$ cat src/core/mcd_defs.svh
// constants of the motion command decoder
//
// Summary of operation
// - numbers 1-4: rotate, halt, move to position
// - numbers 30-32: set, get, capture coordinate
// - numbers 5-12: axis and global parameter access
// - axis parameters per axis, globals module-wide
// - 20 compare, 21 conditional jump, 22 jump
// - 23 calls subroutine, 24 returns from it
// - 27 waits for event, 28 ends program
// - 14 drives output port, 15 reads input
// - 19 combines accumulator with constant operand
// - 33 combines accumulator with x register
// - 34/35 copy accumulator into axis/global parameter
// - 39 copies accumulator into coordinate slot
// - one accumulator and one x register exist
// - standalone reads load result into accumulator
// - x register loadable from the accumulator
// - direct reads leave the accumulator untouched
// - host queries never disturb a running program
// - 25/26 unmask/mask, 37 handler, 38 interrupt return
// - status 100 marks successful execution
`ifndef MCD_DEFS_SVH
`define MCD_DEFS_SVH

// ****************
// command numbers
// ****************
`define MCD_CMD_ROTATE_RIGHT 8'h01
`define MCD_CMD_ROTATE_LEFT 8'h02
`define MCD_CMD_HALT_MOTOR 8'h03
`define MCD_CMD_MOVE_TO_POS 8'h04
`define MCD_CMD_WR_AXIS 8'h05
`define MCD_CMD_RD_AXIS 8'h06
`define MCD_CMD_STORE_AXIS 8'h07
`define MCD_CMD_RESTORE_AXIS 8'h08
`define MCD_CMD_WR_GLOBAL 8'h09
`define MCD_CMD_RD_GLOBAL 8'h0A
`define MCD_CMD_STORE_GLOBAL 8'h0B
`define MCD_CMD_RESTORE_GLOBAL 8'h0C
`define MCD_CMD_DRIVE_OUT 8'h0E
`define MCD_CMD_READ_IN 8'h0F
`define MCD_CMD_ALU_CONST 8'h13
`define MCD_CMD_COMPARE 8'h14
`define MCD_CMD_JUMP_COND 8'h15
`define MCD_CMD_JUMP_ALWAYS 8'h16
`define MCD_CMD_CALL_SUB 8'h17
`define MCD_CMD_RET_SUB 8'h18
`define MCD_CMD_UNMASK_IRQ 8'h19
`define MCD_CMD_MASK_IRQ 8'h1A
`define MCD_CMD_WAIT_EVENT 8'h1B
`define MCD_CMD_END_PROG 8'h1C
`define MCD_CMD_SET_COORD 8'h1E
`define MCD_CMD_GET_COORD 8'h1F
`define MCD_CMD_CAPT_COORD 8'h20
`define MCD_CMD_ALU_X 8'h21
`define MCD_CMD_ACC_TO_AXIS 8'h22
`define MCD_CMD_ACC_TO_GLOBAL 8'h23
`define MCD_CMD_IRQ_HANDLER 8'h25
`define MCD_CMD_RET_IRQ 8'h26
`define MCD_CMD_ACC_TO_COORD 8'h27

// ****************
// status and sizes
// ****************
`define MCD_ST_OK 8'h64
`define MCD_ST_BAD_CMD 8'h02
`define MCD_ST_BAD_TYPE 8'h03
`define MCD_COORD_SLOTS 8

`endif

$ cat src/core/mcd_pkg.sv
// types of the motion command decoder
`include "mcd_defs.svh"
package mcd_pkg;
  typedef enum logic [7:0] {alu_add = 8'h00, alu_sub = 8'h01, alu_mul = 8'h02,
    alu_and = 8'h03, alu_or = 8'h04, alu_xor = 8'h05, alu_not = 8'h06,
    alu_load = 8'h07, alu_x_from_acc = 8'h08, alu_acc_from_x = 8'h09,
    alu_swap = 8'h0A} mcd_alu_e;
  typedef enum logic [7:0] {cond_eq = 8'h00, cond_ne = 8'h01, cond_gt = 8'h02,
    cond_ge = 8'h03, cond_lt = 8'h04, cond_le = 8'h05} mcd_cond_e;
  typedef enum logic [4:0] {op_none, op_rotate_right, op_rotate_left, op_halt_motor,
    op_move_to_position, op_write_axis_parameter, op_read_axis_parameter,
    op_store_axis_parameter, op_restore_axis_parameter, op_write_global_parameter,
    op_read_global_parameter, op_store_global_parameter, op_restore_global_parameter,
    op_drive_output_port, op_read_input_port, op_jump_conditional, op_jump_always,
    op_call_subroutine, op_return_from_subroutine, op_wait_event, op_end_program,
    op_unmask_interrupt_source, op_mask_interrupt_source,
    op_set_interrupt_handler_address, op_return_from_interrupt} mcd_op_e;
  typedef enum logic [1:0] {fsm_idle, fsm_wait, fsm_reply} mcd_fsm_e;
  typedef struct packed {
    logic standalone;
    logic [7:0] number;
    logic [7:0] ctype;
    logic [7:0] motor;
    logic [31:0] value;
  } mcd_cmd_s;
  typedef struct packed {
    mcd_op_e kind;
    logic [7:0] ctype;
    logic [7:0] motor;
    logic [31:0] value;
    logic taken;
  } mcd_op_s;
  typedef struct packed {
    logic [7:0] status;
    logic [7:0] number;
    logic [31:0] value;
  } mcd_reply_s;
  typedef struct packed {
    logic ok;
    logic [31:0] val;
  } mcd_res_s;
  typedef struct packed {
    mcd_fsm_e fsm;
    logic cmd_ready;
    logic op_valid;
    mcd_op_s op;
    logic reply_valid;
    mcd_reply_s reply;
    logic [31:0] acc;
    logic [31:0] xreg;
    logic flag_eq;
    logic flag_lt;
    logic [31:0] ctx_acc;
    logic [31:0] ctx_x;
    logic ctx_eq;
    logic ctx_lt;
    logic pend_sa;
    logic [`MCD_COORD_SLOTS-1:0][31:0] coord;
  } mcd_state_s;
endpackage : mcd_pkg

$ cat src/core/mcd_decoder.sv
// motion command decoder: dispatch, accumulator, x register, coordinates
`timescale 1ns/10ps
`default_nettype none
`include "mcd_defs.svh"

module mcd_decoder (
  // clock and reset
  input wire logic ref_clk,
  input wire logic rst,
  // command in
  input wire logic cmd_valid,
  input wire mcd_pkg::mcd_cmd_s cmd,
  output logic cmd_ready,
  // operation to executor
  output logic op_valid,
  output mcd_pkg::mcd_op_s op,
  // read data from executor
  input wire logic rsp_valid,
  input wire logic [31:0] rsp_data,
  // actual motor position
  input wire logic [31:0] actual_pos,
  // interrupt entry from sequencer
  input wire logic irq_entry,
  // reply
  output logic reply_valid,
  output mcd_pkg::mcd_reply_s reply,
  // calculation registers
  output logic [31:0] acc,
  output logic [31:0] xreg
);
  import mcd_pkg::*;

  // ****************
  // helpers
  // ****************
  function automatic mcd_res_s alu_fn(input logic [7:0] code, input logic [31:0] a,
                                      input logic [31:0] b);
    logic [63:0] p;
    mcd_res_s r;
    p = {32'h0, a} * {32'h0, b};
    r.ok = 1'b1;
    r.val = a;
    case (code)
      alu_add: r.val = a + b;
      alu_sub: r.val = a - b;
      alu_mul: r.val = p[31:0];
      alu_and: r.val = a & b;
      alu_or: r.val = a | b;
      alu_xor: r.val = a ^ b;
      alu_not: r.val = ~a;
      alu_load: r.val = b;
      default: r.ok = 1'b0;
    endcase
    return r;
  endfunction : alu_fn

  function automatic logic [1:0] cond_fn(input logic [7:0] code, input logic eq,
                                         input logic lt);
    logic [1:0] r;
    r = 2'b10;
    case (code)
      cond_eq: r[0] = eq;
      cond_ne: r[0] = ~eq;
      cond_gt: r[0] = ~eq & ~lt;
      cond_ge: r[0] = ~lt;
      cond_lt: r[0] = lt;
      cond_le: r[0] = lt | eq;
      default: r = 2'b00;
    endcase
    return r;
  endfunction : cond_fn

  function automatic logic slot_ok(input logic [7:0] idx);
    return idx < 8'(`MCD_COORD_SLOTS);
  endfunction : slot_ok

  // ****************
  // state
  // ****************
  mcd_state_s s_r;
  mcd_state_s s_nxt;

  always_comb begin
    mcd_op_e kind;
    logic ext;
    logic rd;
    logic bad_cmd;
    logic bad_type;
    logic [1:0] c;
    logic [2:0] slot;
    mcd_res_s ar;
    kind = op_none;
    ext = 1'b0;
    rd = 1'b0;
    bad_cmd = 1'b0;
    bad_type = 1'b0;
    c = 2'b00;
    slot = cmd.ctype[2:0];
    ar = '0;
    s_nxt = s_r;
    s_nxt.op_valid = 1'b0;
    s_nxt.reply_valid = 1'b0;
    // context snapshot for an interrupt handler
    if (irq_entry) begin
      s_nxt.ctx_acc = s_r.acc;
      s_nxt.ctx_x = s_r.xreg;
      s_nxt.ctx_eq = s_r.flag_eq;
      s_nxt.ctx_lt = s_r.flag_lt;
    end
    case (s_r.fsm)
      fsm_idle: begin
        s_nxt.cmd_ready = 1'b1;
        if (cmd_valid && s_r.cmd_ready) begin
          s_nxt.cmd_ready = 1'b0;
          s_nxt.fsm = fsm_reply;
          s_nxt.reply_valid = 1'b1;
          s_nxt.reply.number = cmd.number;
          s_nxt.reply.status = `MCD_ST_OK;
          s_nxt.reply.value = cmd.value;
          s_nxt.op.ctype = cmd.ctype;
          s_nxt.op.motor = cmd.motor;
          s_nxt.op.value = cmd.value;
          s_nxt.op.taken = 1'b0;
          s_nxt.pend_sa = cmd.standalone;
          case (cmd.number)
            `MCD_CMD_ROTATE_RIGHT: begin
              kind = op_rotate_right;
              ext = 1'b1;
            end
            `MCD_CMD_ROTATE_LEFT: begin
              kind = op_rotate_left;
              ext = 1'b1;
            end
            `MCD_CMD_HALT_MOTOR: begin
              kind = op_halt_motor;
              ext = 1'b1;
            end
            `MCD_CMD_MOVE_TO_POS: begin
              kind = op_move_to_position;
              ext = 1'b1;
            end
            `MCD_CMD_WR_AXIS: begin
              kind = op_write_axis_parameter;
              ext = 1'b1;
            end
            `MCD_CMD_RD_AXIS: begin
              kind = op_read_axis_parameter;
              ext = 1'b1;
              rd = 1'b1;
            end
            `MCD_CMD_STORE_AXIS: begin
              kind = op_store_axis_parameter;
              ext = 1'b1;
            end
            `MCD_CMD_RESTORE_AXIS: begin
              kind = op_restore_axis_parameter;
              ext = 1'b1;
            end
            `MCD_CMD_WR_GLOBAL: begin
              kind = op_write_global_parameter;
              ext = 1'b1;
            end
            `MCD_CMD_RD_GLOBAL: begin
              kind = op_read_global_parameter;
              ext = 1'b1;
              rd = 1'b1;
            end
            `MCD_CMD_STORE_GLOBAL: begin
              kind = op_store_global_parameter;
              ext = 1'b1;
            end
            `MCD_CMD_RESTORE_GLOBAL: begin
              kind = op_restore_global_parameter;
              ext = 1'b1;
            end
            `MCD_CMD_DRIVE_OUT: begin
              kind = op_drive_output_port;
              ext = 1'b1;
            end
            `MCD_CMD_READ_IN: begin
              kind = op_read_input_port;
              ext = 1'b1;
              rd = 1'b1;
            end
            `MCD_CMD_ALU_CONST: begin
              ar = alu_fn(cmd.ctype, s_r.acc, cmd.value);
              bad_type = ~ar.ok;
              if (ar.ok) s_nxt.acc = ar.val;
              s_nxt.reply.value = ar.ok ? ar.val : s_r.acc;
            end
            `MCD_CMD_COMPARE: begin
              s_nxt.flag_eq = s_r.acc == cmd.value;
              s_nxt.flag_lt = $signed(s_r.acc) < $signed(cmd.value);
            end
            `MCD_CMD_JUMP_COND: begin
              c = cond_fn(cmd.ctype, s_r.flag_eq, s_r.flag_lt);
              bad_type = ~c[1];
              kind = op_jump_conditional;
              ext = c[1];
              s_nxt.op.taken = c[0];
            end
            `MCD_CMD_JUMP_ALWAYS: begin
              kind = op_jump_always;
              ext = 1'b1;
              s_nxt.op.taken = 1'b1;
            end
            `MCD_CMD_CALL_SUB: begin
              kind = op_call_subroutine;
              ext = 1'b1;
            end
            `MCD_CMD_RET_SUB: begin
              kind = op_return_from_subroutine;
              ext = 1'b1;
            end
            `MCD_CMD_WAIT_EVENT: begin
              kind = op_wait_event;
              ext = 1'b1;
            end
            `MCD_CMD_END_PROG: begin
              kind = op_end_program;
              ext = 1'b1;
            end
            `MCD_CMD_UNMASK_IRQ: begin
              kind = op_unmask_interrupt_source;
              ext = 1'b1;
            end
            `MCD_CMD_MASK_IRQ: begin
              kind = op_mask_interrupt_source;
              ext = 1'b1;
            end
            `MCD_CMD_IRQ_HANDLER: begin
              kind = op_set_interrupt_handler_address;
              ext = 1'b1;
            end
            `MCD_CMD_RET_IRQ: begin
              kind = op_return_from_interrupt;
              ext = 1'b1;
              s_nxt.acc = s_r.ctx_acc;
              s_nxt.xreg = s_r.ctx_x;
              s_nxt.flag_eq = s_r.ctx_eq;
              s_nxt.flag_lt = s_r.ctx_lt;
            end
            `MCD_CMD_SET_COORD: begin
              bad_type = ~slot_ok(cmd.ctype);
              if (!bad_type) s_nxt.coord[slot] = cmd.value;
            end
            `MCD_CMD_GET_COORD: begin
              bad_type = ~slot_ok(cmd.ctype);
              s_nxt.reply.value = bad_type ? 32'h0 : s_r.coord[slot];
              // direct queries keep the program's accumulator intact
              if (!bad_type && cmd.standalone) s_nxt.acc = s_r.coord[slot];
            end
            `MCD_CMD_CAPT_COORD: begin
              bad_type = ~slot_ok(cmd.ctype);
              if (!bad_type) s_nxt.coord[slot] = actual_pos;
            end
            `MCD_CMD_ALU_X: begin
              s_nxt.reply.value = s_r.acc;
              case (cmd.ctype)
                alu_x_from_acc: s_nxt.xreg = s_r.acc;
                alu_acc_from_x: s_nxt.acc = s_r.xreg;
                alu_swap: begin
                  s_nxt.acc = s_r.xreg;
                  s_nxt.xreg = s_r.acc;
                end
                default: begin
                  ar = alu_fn(cmd.ctype, s_r.acc, s_r.xreg);
                  bad_type = ~ar.ok;
                  if (ar.ok) s_nxt.acc = ar.val;
                end
              endcase
            end
            `MCD_CMD_ACC_TO_AXIS: begin
              kind = op_write_axis_parameter;
              ext = 1'b1;
              s_nxt.op.value = s_r.acc;
            end
            `MCD_CMD_ACC_TO_GLOBAL: begin
              kind = op_write_global_parameter;
              ext = 1'b1;
              s_nxt.op.value = s_r.acc;
            end
            `MCD_CMD_ACC_TO_COORD: begin
              bad_type = ~slot_ok(cmd.ctype);
              if (!bad_type) s_nxt.coord[slot] = s_r.acc;
            end
            default: bad_cmd = 1'b1;
          endcase
          if (bad_cmd) begin
            s_nxt.reply.status = `MCD_ST_BAD_CMD;
            s_nxt.reply.value = 32'h0;
          end else if (bad_type) begin
            s_nxt.reply.status = `MCD_ST_BAD_TYPE;
          end
          if (ext) begin
            s_nxt.op_valid = 1'b1;
            s_nxt.op.kind = kind;
          end
          // reads hold the reply until the executor answers
          if (rd) begin
            s_nxt.fsm = fsm_wait;
            s_nxt.reply_valid = 1'b0;
          end
        end
      end
      fsm_wait: begin
        if (rsp_valid) begin
          s_nxt.fsm = fsm_reply;
          s_nxt.reply_valid = 1'b1;
          s_nxt.reply.value = rsp_data;
          // a host query between program steps must not touch program state
          if (s_r.pend_sa) s_nxt.acc = rsp_data;
        end
      end
      fsm_reply: begin
        s_nxt.fsm = fsm_idle;
        s_nxt.cmd_ready = 1'b1;
      end
      default: begin
        s_nxt.fsm = fsm_idle;
        s_nxt.cmd_ready = 1'b0;
      end
    endcase
  end

  always_ff @(posedge ref_clk or posedge rst) begin
    if (rst) begin
      s_r <= '0;
    end else begin
      s_r <= s_nxt;
    end
  end

  // ****************
  // outputs
  // ****************
  assign cmd_ready = s_r.cmd_ready;
  assign op_valid = s_r.op_valid;
  assign op = s_r.op;
  assign reply_valid = s_r.reply_valid;
  assign reply = s_r.reply;
  assign acc = s_r.acc;
  assign xreg = s_r.xreg;

endmodule : mcd_decoder
`default_nettype wire

$ cat config.mk
export PLATFORM = sky130hd
export DESIGN_NAME = mcd_decoder
export DESIGN_NICKNAME = d
export VERILOG_FILES = /design/src/core/mcd_pkg.sv /design/src/core/mcd_decoder.sv
export VERILOG_INCLUDE_DIRS = /design/src /design/src/core
export SDC_FILE = /design/constraint.sdc
export NUM_CORES = 2
export LEC_CHECK = 0
export ABC_CLOCK_PERIOD_IN_PS = 22700
export BUFFER_PORTS_ARGS = -buffer_cell sky130_fd_sc_hd__buf_4
export CAP_MARGIN = 20
export CORE_ASPECT_RATIO = 0.7
export CORE_MARGIN = 2
export CORE_UTILIZATION = 50
export CTS_CLUSTER_SIZE = 10
export DETAILED_ROUTE_END_ITERATION = 7
export HOLD_SLACK_MARGIN = 0.1
export PLACE_DENSITY = 0.72
export SYNTH_ARGS = -nofsm -noshare
export SYNTH_HDL_FRONTEND = slang
export SYNTH_SLANG_ARGS = --single-unit
$ cat constraint.sdc
create_clock -name ref_clk -period 22.7 [get_ports ref_clk]
set_clock_uncertainty 0.05 [all_clocks]
set_input_delay 3.405 -clock ref_clk [delete_from_list [all_inputs] [get_ports ref_clk]]
set_output_delay 3.405 -clock ref_clk [all_outputs]
set_load 0.005 [all_outputs]
After elaboration in Yosys (flattened, before gate mapping)
Index checks and enable logic that the tools add are counted.
{"block": "word_totals", "ff_bits": 496, "latchBits": 0, "ramBits": 0, "romBits": 0, "inputBits": 126, "output_inout_bits": 169, "wordCells": 209, "n_memories": 0}
{"block": "classes", "add_sub_neg": 4, "n_mul": 2, "div": 0, "n_lt_le_gt_ge": 4, "n_eq_ne": 58, "n_shift": 0, "mux": 68, "bitwise_logic": 15, "reduce_logical": 29}
{"cell": "$bwmux W256", "n": 3}
{"cell": "$mux W256", "n": 3}
{"cell": "$pmux W256 S3", "n": 1}
{"cell": "$pmux W32 S8", "n": 2}
{"cell": "$mux W32", "n": 10}
{"cell": "$mux W173", "n": 1}
{"cell": "$pmux W32 S2", "n": 2}
{"cell": "$pmux W32 S4", "n": 1}
{"cell": "$pmux W64 S2", "n": 1}
{"cell": "$pmux W5 S24", "n": 1}
{"cell": "$bmux W32 S3", "n": 1}
{"cell": "$demux W32 S3", "n": 1}
{"cell": "$eq A8 B5 Y1 const B", "n": 12}
{"cell": "$pmux W32 S3", "n": 1}
{"cell": "$eq A8 B4 Y1 const B", "n": 10}
{"cell": "$add A32 B32 Y32", "n": 2}
{"cell": "$and A32 B32 Y32", "n": 2}
{"cell": "$eq A8 B3 Y1 const B", "n": 8}
{"cell": "$mul A32 B32 Y32", "n": 2}
{"cell": "$mux W64", "n": 1}
{"cell": "$or A32 B32 Y32", "n": 2}
{"cell": "$sub A32 B32 Y32", "n": 2}
{"cell": "$xor A32 B32 Y32", "n": 2}
{"cell": "$eq A8 B6 Y1 const B", "n": 7}
{"cell": "other kinds (45)", "n": 102}

Longest topological paths before layout
{"block": "logic_depth", "depth_word": 16, "ltp_mapped": 32}

Worst setup path after synthesis
No wires, ideal clock.
{"block": "synth_path", "path_type": "input to register", "start": "input port cmd[11] (netlist name)", "end": "register s_r, in the netlist reply[31]", "arrival_time_ns": 10.196, "t_required_ns": 22.527, "slack_ns": 12.331, "cell_stages": 26, "cell_sequence": "clkbuf_1 > inv_1 > clkbuf_1 > nor2_1 > fa_1 > inv_1 > fa_1 > fa_1 > fa_1 > fa_1 > inv_1 > fa_1 > fa_1 > fa_1 > ha_1 > a21o_1 > a21o_1 > a21oi_1 > o21ai_0 > a22o_1 > a311oi_1 > xnor2_1 > nor2_1 > o31ai_1 > o221ai_1 > o221a_2"}
{"block": "synth_between", "elab_chain_cells": 7}
{"element": "from (decl)", "line_no": "mcd_decoder.sv:12", "source": "input wire mcd_pkg::mcd_cmd_s cmd,"}
{"element": "$mul A32 B32 Y32, or another cell as far along", "line_no": "mcd_decoder.sv:40", "source": "p = {32'h0, a} * {32'h0, b};"}
{"element": "$pmux W32 S8 *", "line_no": "mcd_decoder.sv:43", "source": "case (code)"}
{"element": "$mux W32 *"}
{"element": "$pmux W32 S3 *", "line_no": "mcd_decoder.sv:125", "source": "case (cmd.number)"}
{"element": "$mux W32 *", "line_no": "mcd_decoder.sv:289", "source": "if (bad_cmd) begin"}
{"element": "$mux W173 *", "line_no": "mcd_decoder.sv:113", "source": "if (cmd_valid && s_r.cmd_ready) begin"}
{"element": "$pmux W64 S2 *", "line_no": "mcd_decoder.sv:110", "source": "case (s_r.fsm)"}
{"element": "to (signal assigned)", "line_no": "mcd_decoder.sv:330", "source": "s_r <= s_nxt;"}
{"element": "to (decl)", "line_no": "mcd_decoder.sv:80", "source": "mcd_state_s s_r;"}
Every way passes the cells marked *; elsewhere a longest branch is shown, timed or not. The select of a mux whose other input is x is not followed.
A chain may end at the register's enable or synchronous reset.

Worst setup path in the final report
{"block": "layout_path", "start": "input port cmd[4] (netlist name)", "end": "register s_r, in the netlist acc[30]"}
{"block": "layout_between", "elab_chain_cells": 6}
{"element": "$mul A32 B32 Y32, or another cell as far along", "line_no": "mcd_decoder.sv:40"}
{"element": "$pmux W32 S8 *", "line_no": "mcd_decoder.sv:43"}
{"element": "$mux W32 *", "line_no": "mcd_decoder.sv:188", "source": "if (ar.ok) s_nxt.acc = ar.val;"}
{"element": "$pmux W32 S4 *", "line_no": "mcd_decoder.sv:125"}
{"element": "$mux W173 *", "line_no": "mcd_decoder.sv:113"}
{"element": "$pmux W64 S2 *", "line_no": "mcd_decoder.sv:110"}
Marked as above.

==> out/results.ini <==
[status]
status = finished, violations left
violations = DRC

[grt]
grt_max_degree = 117
grt_use_met2_pct = 56.9
antenna_found_initial = 25
grt_pass1_vias = 59500
grt-busiest-layer = met1
met1_usage_pct = 59.7
grt_usage_pct = 44.6
grtUsageMet3_pct = 24.0
grt_pass1_wl_um = 425000
overflow = 0

[detailed_routing]
firstDrtPassIters = 8
routedWlPerCell_um = 32.3
viasPerCell = 6.63
drtIter0Drc = 9839
routed_wirelength_um = 297000
drc = 3
num_vias = 61000
ant_nets = 0

[cts]
postCtsHoldBufs = 0
cts_buffers = 58
htree_num_levels = 2
cts_buffer_depth = 3
clkTransAtPathRegs_ns = 0.06
cts_tree = built
clock_sinks = 491
root_buffer = clkbuf_16
clock_latency_ns = 0.75
cts_resized = 0
postCtsSetupBuffers = 0

[die]
row_count = 110
die_h_um = 305
start_util_pct = 50.4
die_x_um = 434
core_area_um2 = 129000
dieArea_um2 = 132000
io_pins = 295

[yosys]
syn_area_um2 = 64700
ys_ff_latch = 491
synth_compound_area_share_pct = 15.0
synth_warnings = 0
syn_area_per_cell_um2 = 8.57
synthFlopType = dfrtp_1
synthSimpleGateAreaFrac_pct = 13.7
muxShareOfSynthArea_pct = 4.95
synthAdderAreaFrac_pct = 33.8
synth_top_family_by_area = adder cells
synth_cells = 7550
synth.distinct_cells = 93
synth-edff-count = 0
synth-xor-area-share_pct = 3.23
synthArstFlopShare_pct = 100
ys_seq_area_share_pct = 19.0

[worst_setup_path]
crit_path_max_fanout = 22
critPathCaptureType = register
crit_type = input pin to register
worst_ep_arrival_time_ns = 12.03
cp-start-kind = input pin
required_ns = 23.25

[cells_and_area]
final_cell_mix = nand2_1, inv_1, nor2_1
layout_commonest_cell = nand2_1
nets = 8793
syn2layout_area_growth_pct = 7.17
drive_gt1_share_pct = 10.9

[timing]
period_share_pct = 50.6
report.final.slew_viol_count = 0
setup_tns_ns = 0
worst_pin_slew_ns = 1.39
hold_violations = 0
setup_viol = 0
rsz0062_at_grt = no
min_period_ns = 11.49
slew_headroom_pct = 7.14
max_freq_ghz = 0.0871

[worst_hold_path]
hold_class = register to register

[placed_design]
gp_congestion = 1.13
portBuffers = 291
hpwl_um = 213000

[flow_run]
maxCapViolations = 0

-- cells in the mapped netlist (81+ instances only) --
cell      number  area, um^2
clkbuf_1     411        1540
ha_1         438        5480
buf_4        166        1250
fa_1         819       16400
a21oi_1      347        1740
inv_1        892        3350
mux2_2        81         912
xnor2_1      184        1610
nor2_1       838        3150
nand2_1     1078        4050
dfrtp_1      491       12300
o21ai_0      545        2730
mux2i_1       83         831
buf_1         97         364
-- layout make-up --
class	instances	area [um^2]
tap	1736	2170
sequential	491	12300
clock inverter	9	189
multi-input combinational	5454	45900
inverter	916	3450
antenna	23	57.6
fill	11800	59200
timing repair buffer	489	3700
clock buffer	73	1560
-- worst max-delay path, cell delays in order --
cell      delay, ns
buf_4          0.23
inv_1          0.79
nor2_1         0.12
fa_1           0.51
inv_1          0.05
fa_1           0.49
fa_1           0.44
fa_1           0.56
inv_1          0.06
fa_1           0.51
inv_1          0.06
fa_1           0.53
inv_1          0.05
fa_1           0.38
fa_1           0.47
ha_1           0.39
nand4_1        0.16
a211o_1        0.29
a21oi_1        0.17
o221ai_1       0.42
o21ai_0        0.93
nor2_1         0.13
a211oi_1       0.41
nor4bb_1       0.33
o21ai_0        0.13
-- routing by layer --
layer	up-vias	wire, um
li1	24300	-
met1	29800	109000
met2	5634	109000
met3	1252	56200
met4	22	21400
met5	-	612
-- stage by stage --
stage | setup WS [ns] | instance area, um^2 | hold WS, ns | instances | util (%)
2_1_floorplan | 5.54 | 64700 | 0.394 | 7552 | -
3_3_place_gp | 10.97 | 67500 | 0.407 | 9082 | 52.5
3_5_place_dp | 10.84 | 67500 | 0.413 | 9083 | 52.5
4_1_cts | 11.60 | 69300 | 0.426 | 9165 | 53.9
5_1_grt | 11.09 | 69300 | 0.446 | 9173 | 53.9
6_report | 11.21 | 69400 | 0.423 | 9191 | 54.0
-- path summary, 6_finish.rpt --
check / startpoint / end / slack [ns] / depth (start not counted)
hold / removal: op[46]$_DFFE_PP0P_ / op[46]$_DFFE_PP0P_ / 0.42 / 2
max in group asynchronous: rst / reply[11]$_DFFE_PP0P_ / 17.43 / 4
setup reg to reg: xreg[2]$_DFFE_PP0P_ / acc[16]$_DFFE_PP0P_ / 12.77 / 25
min in group asynchronous: rst / op[18]$_DFFE_PP0P_ / 2.77 / 2
setup / recovery: cmd[4] / acc[30]$_DFFE_PP0P_ / 11.21 / 25
hold reg to reg: op[46]$_DFFE_PP0P_ / op[46]$_DFFE_PP0P_ / 0.42 / 2
-- logic make-up (layout without fill, tap and decap cells) --
logic type,count (synthesis),count (layout)
AO/OA/AOI/OAI,1544,1544
XOR/XNOR,237,237
adder cells (fa/ha/maj),1257,1257
buffers and inverters,1607,1487
flip-flops,491,491
multiplexers,229,229
other,1,26
AND/OR/NAND/NOR,2184,2184
Power is not shown: default switching activity piles up to over one toggle a cycle in this logic, so the estimate is an artifact.
